===== config.mk =====
export PLATFORM = sky130hd
export DESIGN_NAME = uart_sci_receiver
export DESIGN_NICKNAME = d
export VERILOG_FILES = /design/src/baud_tick_gen.v /design/src/rx_line_select.v /design/src/uart_sci_receiver.v
export VERILOG_INCLUDE_DIRS = /design/src /design/src/inc
export SDC_FILE = /design/constraint.sdc
export NUM_CORES = 1
export LEC_CHECK = 0
export ABC_CLOCK_PERIOD_IN_PS = 5500
export BUFFER_PORTS_ARGS = -buffer_cell sky130_fd_sc_hd__buf_2
export CORE_MARGIN = 2
export CORE_UTILIZATION = 51
export DETAILED_ROUTE_END_ITERATION = 10
export PLACE_DENSITY = 0.71
export RECOVER_POWER = 100
export SKIP_LAST_GASP = 1
export SYNTH_ARGS = -nofsm -noshare
export SYNTH_HDL_FRONTEND = slang
export SYNTH_HIERARCHICAL = 1
export SYNTH_SLANG_ARGS = --single-unit

===== constraint.sdc =====
create_clock -name clk -period 5.5 [get_ports clk]
set_input_delay 1.1 -clock clk [delete_from_list [all_inputs] [get_ports clk]]
set_output_delay 1.1 -clock clk [all_outputs]
set_load 0.03 [all_outputs]

===== src/inc/sci_rx_defines.vh =====
// Register indices, field positions, reset values and timing counts of the serial receiver
`ifndef SCI_RX_DEFINES_VH
`define SCI_RX_DEFINES_VH

// ----------------------------------------------------------------
// Register indices (byte address is four times the index)
// ----------------------------------------------------------------
`define IDX_BDH       10'h0C2
`define IDX_BDL       10'h0C3
`define IDX_C1        10'h0C4
`define IDX_C2        10'h0C5
`define IDX_C3        10'h0C6
`define IDX_S2        10'h0C7
`define IDX_S1        10'h0C8
`define IDX_D         10'h0C9
`define IDX_CLR       10'h0D8

// ----------------------------------------------------------------
// Reset values
// ----------------------------------------------------------------
`define RST_BDH       8'h00
`define RST_BDL       8'h00
`define RST_C1        8'h0C
`define RST_C2        8'h00
`define RST_C3        8'h00
`define RST_S2        8'h00
`define RST_D         8'hFF

// ----------------------------------------------------------------
// Field positions
// ----------------------------------------------------------------
`define BDH_BRK_IE    7
`define BDH_EDGE_IE   6
`define C1_LOOP       7
`define C1_STOP2      6
`define C1_SINGLE     5
`define C1_NINE       4
`define C1_EN         0
`define C2_RXEN       2
`define C2_SLEEP      1
`define C3_TXDIR      5
`define C3_RXINV      3
`define C3_SLPIDLE    2
`define C3_IDLESEL    1
`define C3_WAKE       0
`define S2_BRK_EN     1
`define ST_FULL       0
`define ST_OVR        1
`define ST_NOISE      2
`define ST_IDLE       3
`define ST_BRK        4
`define ST_EDGE       5
`define ST_FRAME      6

// ----------------------------------------------------------------
// Timing counts, in 16x sample ticks and bit times
// ----------------------------------------------------------------
`define OVERSAMPLE    5'd16
`define RT_EARLY_A    5'd3
`define RT_EARLY_B    5'd5
`define RT_EARLY_C    5'd7
`define RT_VOTE_A     5'd8
`define RT_VOTE_B     5'd9
`define RT_VOTE_C     5'd10
`define BREAK_BITS    4'd11
`define IDLE_BITS     4'd10

`endif


===== src/baud_tick_gen.v =====
// Divisor counter producing the 16x oversampling tick
`timescale 1ns/1ps
`default_nettype none

module baud_tick_gen #(
    parameter DIV_W = 13
) (
    input  wire             clk,
    input  wire             rst,
    input  wire             ce,
    input  wire             restart,
    input  wire [DIV_W-1:0] divisor,
    output reg              tick_q
);

    reg  [DIV_W-1:0] cnt_q;
    wire [DIV_W-1:0] cnt_inc = cnt_q + 1'b1;

    // Divisor zero stops the tick; any rewrite restarts the count
    always @(posedge clk or posedge rst) begin
        if (rst) begin
            cnt_q  <= {DIV_W{1'b0}};
            tick_q <= 1'b0;
        end else if (ce) begin
            if (restart || divisor == {DIV_W{1'b0}}) begin
                cnt_q  <= {DIV_W{1'b0}};
                tick_q <= 1'b0;
            end else if (cnt_inc == divisor) begin
                cnt_q  <= {DIV_W{1'b0}};
                tick_q <= 1'b1;
            end else begin
                cnt_q  <= cnt_inc;
                tick_q <= 1'b0;
            end
        end
    end

endmodule // baud_tick_gen

`default_nettype wire


===== src/rx_line_select.v =====
// Pin synchronisers, receive source selection and input inversion
`timescale 1ns/1ps
`default_nettype none

module rx_line_select (
    input  wire clk,
    input  wire rst,
    input  wire ce,
    input  wire rxd_pin,
    input  wire txd_pin_in,
    input  wire tx_serial,
    input  wire loop_en,
    input  wire single_wire,
    input  wire txd_dir_out,
    input  wire invert,
    output reg  rx_q
);

    reg rxd_s1_q;
    reg rxd_s2_q;
    reg txd_s1_q;
    reg txd_s2_q;
    reg src;

    always @* begin
        if (!loop_en) begin
            src = rxd_s2_q;
        end else if (single_wire && !txd_dir_out) begin
            src = txd_s2_q;
        end else begin
            src = tx_serial;
        end
    end

    // Idle line reads high, so synchronisers reset to one
    always @(posedge clk or posedge rst) begin
        if (rst) begin
            rxd_s1_q <= 1'b1;
            rxd_s2_q <= 1'b1;
            txd_s1_q <= 1'b1;
            txd_s2_q <= 1'b1;
            rx_q     <= 1'b1;
        end else if (ce) begin
            rxd_s1_q <= rxd_pin;
            rxd_s2_q <= rxd_s1_q;
            txd_s1_q <= txd_pin_in;
            txd_s2_q <= txd_s1_q;
            rx_q     <= src ^ invert;
        end
    end

endmodule // rx_line_select

`default_nettype wire


===== src/uart_sci_receiver.v =====
// APB register file, frame receiver, break, idle and sleep logic of the serial receiver
//
// Chosen here: the APB interface to the registers.
`timescale 1ns/1ps
`default_nettype none
`include "sci_rx_defines.vh"

// How it works
// - Invert the serial input first when the invert bit is set.
// - Frame: low start, 8 or 9 data bits LSB first, high stop.
// - Completed character enters the data register and sets full if full was clear.
// - If already full, set overrun and drop the new character.
// - Break counts low bit times, clears on a high, flags at 11-13 bits.
// - Idle armed after first full; counts high bit times, flags at 10-12.
// - Break flag reported only when break detection is enabled.
// - Sample at 16x; falling edge is low after three highs.
// - Start bit checked at phases 3, 5, 7; two lows needed.
// - Each data and stop bit decided by majority of phases 8, 9, 10.
// - Start bit is low once two early samples were low.
// - Any sample disagreeing with its bit sets noise at transfer.
// - Asleep, no flags are set, except idle when its sleep idle enable is on and those of the address wake character.
// - Wake select picks idle or address mark; hardware clears sleep.
// - Idle wake clears sleep on a full idle character.
// - Address wake clears sleep on MSB one; that character sets flags.
// - Internal loopback feeds transmitter output to the receiver.
// - Single wire: direction bit makes the transmit pin input or output.
// - Divisor zero gives no tick; else tick rate is clock over divisor.
// - High divisor register: break enable bit 7, edge bit 6, divisor 4:0.
// - Word length select one gives nine data bits, else eight.
// - Idle count starts after stop bit or after start bit.
module uart_sci_receiver (
    input  wire        clk,
    input  wire        rst,
    input  wire        ce,
    input  wire        psel,
    input  wire        penable,
    input  wire        pwrite,
    input  wire [11:0] paddr,
    input  wire [31:0] pwdata,
    output reg  [31:0] prdata,
    output reg         pready,
    output reg         pslverr,
    input  wire        rxd_pin,
    input  wire        txd_pin_in,
    input  wire        tx_serial,
    output reg         txd_pin_out,
    output reg         txd_pin_oe
);

    // ----------------------------------------------------------------
    // State encodings
    // ----------------------------------------------------------------
    localparam S_IDLE  = 2'd0;
    localparam S_START = 2'd1;
    localparam S_DATA  = 2'd2;
    localparam S_STOP  = 2'd3;

    // ----------------------------------------------------------------
    // Registers
    // ----------------------------------------------------------------
    reg  [7:0] bdh_q;
    reg  [7:0] bdl_q;
    reg  [7:0] c1_q;
    reg  [7:0] c2_q;
    reg  [6:0] c3_q;
    reg  [7:0] s2_q;
    reg  [6:0] st_q;
    reg  [7:0] data_q;
    reg        r8_q;
    reg        armed_q;
    reg  [1:0] state_q;
    reg  [4:0] rt_q;
    reg  [3:0] bit_q;
    reg  [8:0] shreg_q;
    reg  [2:0] hist_q;
    reg  [1:0] early_q;
    reg  [1:0] vote_q;
    reg        noise_q;
    reg  [7:0] low_cnt_q;
    reg  [7:0] high_cnt_q;
    reg        rx_prev_q;

    wire       tick;
    wire       rx;
    wire       div_write;
    wire       wr_en = psel && penable && pready && pwrite;
    wire [9:0] idx   = paddr[11:2];

    wire run       = c1_q[`C1_EN] && c2_q[`C2_RXEN];
    wire nine      = c1_q[`C1_NINE];
    wire sleep     = c2_q[`C2_SLEEP];
    wire [3:0] extra = {3'b000, nine} + {3'b000, c1_q[`C1_STOP2]};
    wire [7:0] brk_thr  = {`BREAK_BITS + extra, 4'b0000};
    wire [7:0] idle_thr = {`IDLE_BITS + extra, 4'b0000};
    wire [3:0] last_bit = nine ? 4'd8 : 4'd7;

    // ----------------------------------------------------------------
    // Sample tick and line input
    // ----------------------------------------------------------------
    assign div_write = wr_en && (idx == `IDX_BDH || idx == `IDX_BDL);

    baud_tick_gen #(
        .DIV_W (13)
    ) u_baud (
        .clk     (clk),
        .rst     (rst),
        .ce      (ce),
        .restart (div_write),
        .divisor ({bdh_q[4:0], bdl_q}),
        .tick_q  (tick)
    );

    rx_line_select u_line (
        .clk         (clk),
        .rst         (rst),
        .ce          (ce),
        .rxd_pin     (rxd_pin),
        .txd_pin_in  (txd_pin_in),
        .tx_serial   (tx_serial),
        .loop_en     (c1_q[`C1_LOOP]),
        .single_wire (c1_q[`C1_SINGLE]),
        .txd_dir_out (c3_q[`C3_TXDIR]),
        .invert      (c3_q[`C3_RXINV]),
        .rx_q        (rx)
    );

    // ----------------------------------------------------------------
    // Frame events
    // ----------------------------------------------------------------
    wire in_frame  = state_q != S_IDLE;
    wire edge_seen = tick && run && !in_frame && hist_q == 3'b111 && !rx;
    wire majority  = (vote_q[0] & vote_q[1]) | (vote_q[0] & rx) | (vote_q[1] & rx);
    wire disagree  = (vote_q[0] != rx) || (vote_q[1] != rx);
    wire at_vote_c = tick && rt_q == `RT_VOTE_C;
    wire done      = at_vote_c && state_q == S_STOP;
    wire wake_addr = done && sleep && c3_q[`C3_WAKE] && shreg_q[8];
    wire flags_ok  = !sleep || wake_addr;
    wire low_tick  = tick && run && !rx;
    wire high_tick = tick && run && rx;
    wire brk_hit   = low_tick && (low_cnt_q + 8'd1) == brk_thr;
    wire idle_go   = (armed_q || sleep) && (!c3_q[`C3_IDLESEL] || !in_frame);
    wire idle_hit  = high_tick && idle_go && (high_cnt_q + 8'd1) == idle_thr;
    wire hw_wake   = wake_addr || (idle_hit && sleep && !c3_q[`C3_WAKE]);
    wire fall      = run && rx_prev_q && !rx;

    // ----------------------------------------------------------------
    // Status flag next value
    // ----------------------------------------------------------------
    reg [6:0] set_v;
    reg [6:0] clr_v;
    always @* begin
        set_v = 7'h00;
        clr_v = 7'h00;
        if (wr_en && idx == `IDX_CLR) begin
            clr_v = pwdata[6:0];
        end
        if (done && flags_ok) begin
            if (st_q[`ST_FULL]) begin
                set_v[`ST_OVR] = 1'b1;
            end else begin
                set_v[`ST_FULL]  = 1'b1;
                set_v[`ST_NOISE] = noise_q || disagree;
                set_v[`ST_FRAME] = !majority;
            end
        end
        if (brk_hit && s2_q[`S2_BRK_EN] && !sleep) begin
            set_v[`ST_BRK] = 1'b1;
        end
        if (idle_hit && (!sleep || c3_q[`C3_SLPIDLE])) begin
            set_v[`ST_IDLE] = 1'b1;
        end
        if (fall && !sleep) begin
            set_v[`ST_EDGE] = 1'b1;
        end
    end

    // ----------------------------------------------------------------
    // Register file writes and flags
    // ----------------------------------------------------------------
    always @(posedge clk or posedge rst) begin
        if (rst) begin
            bdh_q   <= `RST_BDH;
            bdl_q   <= `RST_BDL;
            c1_q    <= `RST_C1;
            c2_q    <= `RST_C2;
            c3_q    <= 7'h00;
            s2_q    <= `RST_S2;
            st_q    <= 7'h00;
            data_q  <= `RST_D;
            r8_q    <= 1'b0;
            armed_q <= 1'b0;
        end else if (ce) begin
            if (wr_en && idx == `IDX_BDH) begin
                bdh_q <= pwdata[7:0] & 8'hDF;
            end else if (wr_en && idx == `IDX_BDL) begin
                bdl_q <= pwdata[7:0];
            end else if (wr_en && idx == `IDX_C1) begin
                c1_q <= pwdata[7:0] & 8'hFD;
            end else if (wr_en && idx == `IDX_C3) begin
                c3_q <= pwdata[6:0];
            end else if (wr_en && idx == `IDX_S2) begin
                s2_q <= pwdata[7:0];
            end
            // Software write to the sleep bit wins over a wake in the same cycle
            if (wr_en && idx == `IDX_C2) begin
                c2_q <= pwdata[7:0];
            end else if (hw_wake) begin
                c2_q[`C2_SLEEP] <= 1'b0;
            end
            // Set beats clear so no event is lost
            st_q <= (st_q & ~clr_v) | set_v;
            if (done && flags_ok && !st_q[`ST_FULL]) begin
                data_q  <= nine ? shreg_q[7:0] : shreg_q[8:1];
                r8_q    <= nine & shreg_q[8];
                armed_q <= 1'b1;
            end
        end
    end

    // ----------------------------------------------------------------
    // Receive state machine
    // ----------------------------------------------------------------
    always @(posedge clk or posedge rst) begin
        if (rst) begin
            state_q <= S_IDLE;
            rt_q    <= 5'd0;
            bit_q   <= 4'd0;
            shreg_q <= 9'h000;
            hist_q  <= 3'b000;
            early_q <= 2'd0;
            vote_q  <= 2'b00;
            noise_q <= 1'b0;
        end else if (ce) begin
            if (!run) begin
                state_q <= S_IDLE;
                hist_q  <= 3'b000;
            end else if (tick) begin
                hist_q <= {hist_q[1:0], rx};
                rt_q   <= (rt_q == `OVERSAMPLE) ? 5'd1 : rt_q + 5'd1;
                if (rt_q == `RT_VOTE_A) begin
                    vote_q[0] <= rx;
                end
                if (rt_q == `RT_VOTE_B) begin
                    vote_q[1] <= rx;
                end
                case (state_q)
                    S_IDLE: begin
                        if (edge_seen) begin
                            state_q <= S_START;
                            rt_q    <= 5'd2;
                            early_q <= 2'd0;
                            noise_q <= 1'b0;
                        end
                    end
                    S_START: begin
                        // Any high sample from RT3 to RT10 is noise on a low start
                        if (rt_q >= `RT_EARLY_A && rt_q <= `RT_VOTE_C && rx) begin
                            noise_q <= 1'b1;
                        end
                        if ((rt_q == `RT_EARLY_A || rt_q == `RT_EARLY_B) && !rx) begin
                            early_q <= early_q + 2'd1;
                        end
                        if (rt_q == `RT_EARLY_C && early_q == 2'd0) begin
                            state_q <= S_IDLE;
                        end else if (rt_q == `RT_EARLY_C && early_q == 2'd1 && rx) begin
                            state_q <= S_IDLE;
                        end else if (rt_q == `OVERSAMPLE) begin
                            state_q <= S_DATA;
                            bit_q   <= 4'd0;
                        end
                    end
                    S_DATA: begin
                        if (rt_q == `RT_VOTE_C) begin
                            shreg_q <= {majority, shreg_q[8:1]};
                            noise_q <= noise_q | disagree;
                        end
                        if (rt_q == `OVERSAMPLE) begin
                            if (bit_q == last_bit) begin
                                state_q <= S_STOP;
                            end else begin
                                bit_q <= bit_q + 4'd1;
                            end
                        end
                    end
                    default: begin
                        if (rt_q == `RT_VOTE_C) begin
                            state_q <= S_IDLE;
                        end
                    end
                endcase
            end
        end
    end

    // ----------------------------------------------------------------
    // Break and idle run counters, edge history
    // ----------------------------------------------------------------
    always @(posedge clk or posedge rst) begin
        if (rst) begin
            low_cnt_q  <= 8'd0;
            high_cnt_q <= 8'd0;
            rx_prev_q  <= 1'b1;
        end else if (ce) begin
            rx_prev_q <= rx;
            if (!run || high_tick) begin
                low_cnt_q <= 8'd0;
            end else if (low_tick && low_cnt_q != brk_thr) begin
                low_cnt_q <= low_cnt_q + 8'd1;
            end
            if (!run || low_tick || (tick && !idle_go)) begin
                high_cnt_q <= 8'd0;
            end else if (high_tick && high_cnt_q != idle_thr) begin
                high_cnt_q <= high_cnt_q + 8'd1;
            end
        end
    end

    // ----------------------------------------------------------------
    // APB slave, one wait state
    // ----------------------------------------------------------------
    reg [7:0] rd_v;
    reg       hit_v;
    always @* begin
        rd_v  = 8'h00;
        hit_v = 1'b1;
        if (idx == `IDX_BDH) begin
            rd_v = bdh_q;
        end else if (idx == `IDX_BDL) begin
            rd_v = bdl_q;
        end else if (idx == `IDX_C1) begin
            rd_v = c1_q;
        end else if (idx == `IDX_C2) begin
            rd_v = c2_q;
        end else if (idx == `IDX_C3) begin
            rd_v = {r8_q, c3_q};
        end else if (idx == `IDX_S2) begin
            rd_v = s2_q;
        end else if (idx == `IDX_S1) begin
            rd_v = {1'b0, st_q};
        end else if (idx == `IDX_D) begin
            rd_v = data_q;
        end else if (idx == `IDX_CLR) begin
            rd_v = 8'h00;
        end else begin
            hit_v = 1'b0;
        end
    end

    always @(posedge clk or posedge rst) begin
        if (rst) begin
            prdata      <= 32'h00000000;
            pready      <= 1'b0;
            pslverr     <= 1'b0;
            txd_pin_out <= 1'b1;
            txd_pin_oe  <= 1'b1;
        end else if (ce) begin
            txd_pin_out <= tx_serial;
            // Pin released in loop mode unless single-wire output is selected
            txd_pin_oe  <= c1_q[`C1_LOOP] ? (c1_q[`C1_SINGLE] & c3_q[`C3_TXDIR]) : 1'b1;
            if (psel && penable && !pready) begin
                pready  <= 1'b1;
                pslverr <= !hit_v;
                prdata  <= (pwrite || !hit_v) ? 32'h00000000 : {24'h000000, rd_v};
            end else begin
                pready  <= 1'b0;
                pslverr <= 1'b0;
            end
        end
    end

endmodule // uart_sci_receiver

`default_nettype wire


==> impl_metrics.toml <==
[status]
status = "finished with violations"
violations = "max-capacitance violations, max-slew violations"

[timing]
fin_crit_sh_pct = 74.2
finClkSkew_ns = 0.0109
layout_setup_ws_ns = 1.42
hold_violations = 0
holdWs_ns = 0.496
final-setup-viol-count = 0
final_max_slew_viol_count = 109
tightest_slew_ns = 3.34
max_slew_margin_pct = -124
fin_setup_tns_ns = 0
rsz0062_at_grt = "false"
fmax_mhz = 245
period_minus_slack_ns = 4.08

[die]
core_sq_um = 16500
io_pins = 89
rows = 47
die_w_um = 134
initial_utilization_pct = 52.1
die_area_sq_um = 17900
fp.dieH_um = 134

[drt]
firstDrtPassIters = 5
vias_per_cell = 6.14
first_iter_violations = 567
drc = 0
wl_per_cell_um = 19.1
vias = 6868
postRouteWirelength_mm = 21.3
ant_nets = 0

[placement]
dpl_worst_slack_ns = 1.81
gp_congestion = 0.898
dpl-instance-area_sq_um = 8810
port_buffers = 38
place_inst = 1087
hpwlAfterDp_mm = 14.8

[global_route]
antenna_found_initial = 0
grt_pass1_vias = 6477
grt_max_degree = 74
globalRouteOverflowTotal = 0
grtUsageTotal_pct = 24.5
grt_pass1_wl_mm = 34.6

[synthesis]
yosysSeqAreaShare_pct = 40.4
yosysWarnings = 6
syn_area_per_cell_sq_um = 9.87
synth_edf_count = 0
syn_inst = 872
ys.flop_type = "dfrtp_1"
synth_cell_types = 93
synth_area_sq_um = 8600
async_reset_ff_share_pct = 100
ys_seq_elements = 138

[pwr]
leakage_nw = 4.11
power_frac_seq_pct = 44.7
p_switching_mw = 0.623
power_frac_clock_pct = 49.7
p_int_mw = 1.70
power_per_cell_area_nw_per_um2 = 249
irDropWorstVdd_mv = 0.240
p_comb_share_pct = 5.6
switching_share_pct = 26.8

[clock_network]
cts_root_buffer = "clkbuf_16"
cts_tree = "yes"
clk_pin_slew_ns = 0.07
postCtsHoldBufs = 0
clk_latency_ns = 0.44
cts_max_path_buffers = 2
tritoncts.num_buffers = 17
cts.sinks = 138
cts_setup_buffers = 0
cts_resized = 0
cts_htree_levels = 4

[layout]
final_common_cell = "dfrtp_1"
instances_no_fill = 1119
layout_common_cells = "dfrtp_1, mux2_2, nand2_1"
design.final.nets = 963
area_delta_synth_final_pct = 8.52
drive_above_1_share_pct = 17.5
fin_area_sq_um = 9340
antenna_cells = 0

[setup_path]
criticalPathCategory = "in -> reg"
critPathMaxFanout = 34
worst_ep_required_time_ns = 5.82
arrival_ns = 4.40
worst_setup_path_start_kind = "input port"
worst_setup_path_end_kind = "flop"
ff2ff_setup_slack_ns = 2.43

[worst_hold_path]
hold_class = "reg -> reg"

[flow_run]
cap_violations = 2
flip-flops by register name (all words and copies together), names as in the netlist, 8 cells and up:
| name | flops |
|---|---|
| u_baud/cnt_q | 13 |
| low_cnt_q | 8 |
| bdl_q | 8 |
| s2_q | 8 |
| high_cnt_q | 8 |
| data_q | 8 |
| shreg_q | 9 |
| c2_q | 8 |
| prdata | 8 |
power by group through the flow:
stage               combinational [mW]  clock, mW  sequential (mW)
detailed placement               0.132          0             1.06
CTS                              0.132       1.17             1.04
finish                           0.131       1.15             1.04
global placement                 0.130          0             1.06
global route                     0.144       1.21             1.04
floorplan                        0.104          0             1.06
worst max-delay path, stage by stage:
cell	delay, ns
clkbuf_1	1.16
nand2_1	0.63
nor3_1	1.07
mux2_2	0.43
synth_stat cells (22+ instances only):
| cell | count | area share [%] |
|---|---|---|
| dfrtp_1 | 120 | 35 |
| mux2_2 | 60 | 7.9 |
| nand2_1 | 59 | 2.6 |
| nor2_1 | 49 | 2.1 |
| o21ai_0 | 36 | 2.1 |
| inv_1 | 35 | 1.5 |
| a21oi_1 | 34 | 2.0 |
| clkbuf_1 | 28 | 1.2 |
| buf_4 | 26 | 2.3 |
| nand3_1 | 26 | 1.5 |
| ha_1 | 24 | 3.5 |
| mux2i_1 | 22 | 2.6 |
layer usage:
layer  routed length (um)  global-route usage, %  share of wire, %
met2                 9960                   38.3                47
met5                    0                      0                 0
met1                 9790                   34.6                46
met3                 1110                   4.27               5.2
met4                  468                   8.39               2.2
kinds of logic (layout without fill, tap and decap cells):
kind of cell	Yosys count	count (layout)	synth area share, %
flops	138	138	40.4
xor+xnor	28	28	2.85
buf+inv	106	110	6.05
other cells	1	24	0.0436
mux	84	84	10.7
simple gates	278	278	18.6
compound gates	213	213	17.9
fa+ha+maj	24	24	3.49
cell type report:
cell class	instances	area, sq um
Fill cell	1477	7190
Multi-Input combinational cell	651	4670
Sequential cell	138	3480
Clock buffer	17	425
Tap cell	220	275
Timing Repair Buffer	42	199
Clock inverter	15	155
Inverter	36	136
per-stage QoR:
stage                     util, %  power, mW
final                        56.5       2.33
after global routing         56.5       2.40
after CTS                    56.8       2.34
after detailed placement     53.3       1.19
after global placement       53.3       1.19
after floorplan                 -       1.16
final timing paths:
check,from,endpoint,cells after the start
max reg2reg,u_baud/cnt_q[0],u_baud/cnt_q[2],9
min in group asynchronous,rst,u_baud/cnt_q[4],2
max in group asynchronous,rst,s2_q[6],3
min,armed_q,armed_q,1
min reg2reg,armed_q,armed_q,1
max,ce,bdl_q[0],4
(Power assumes the default switching activity.)
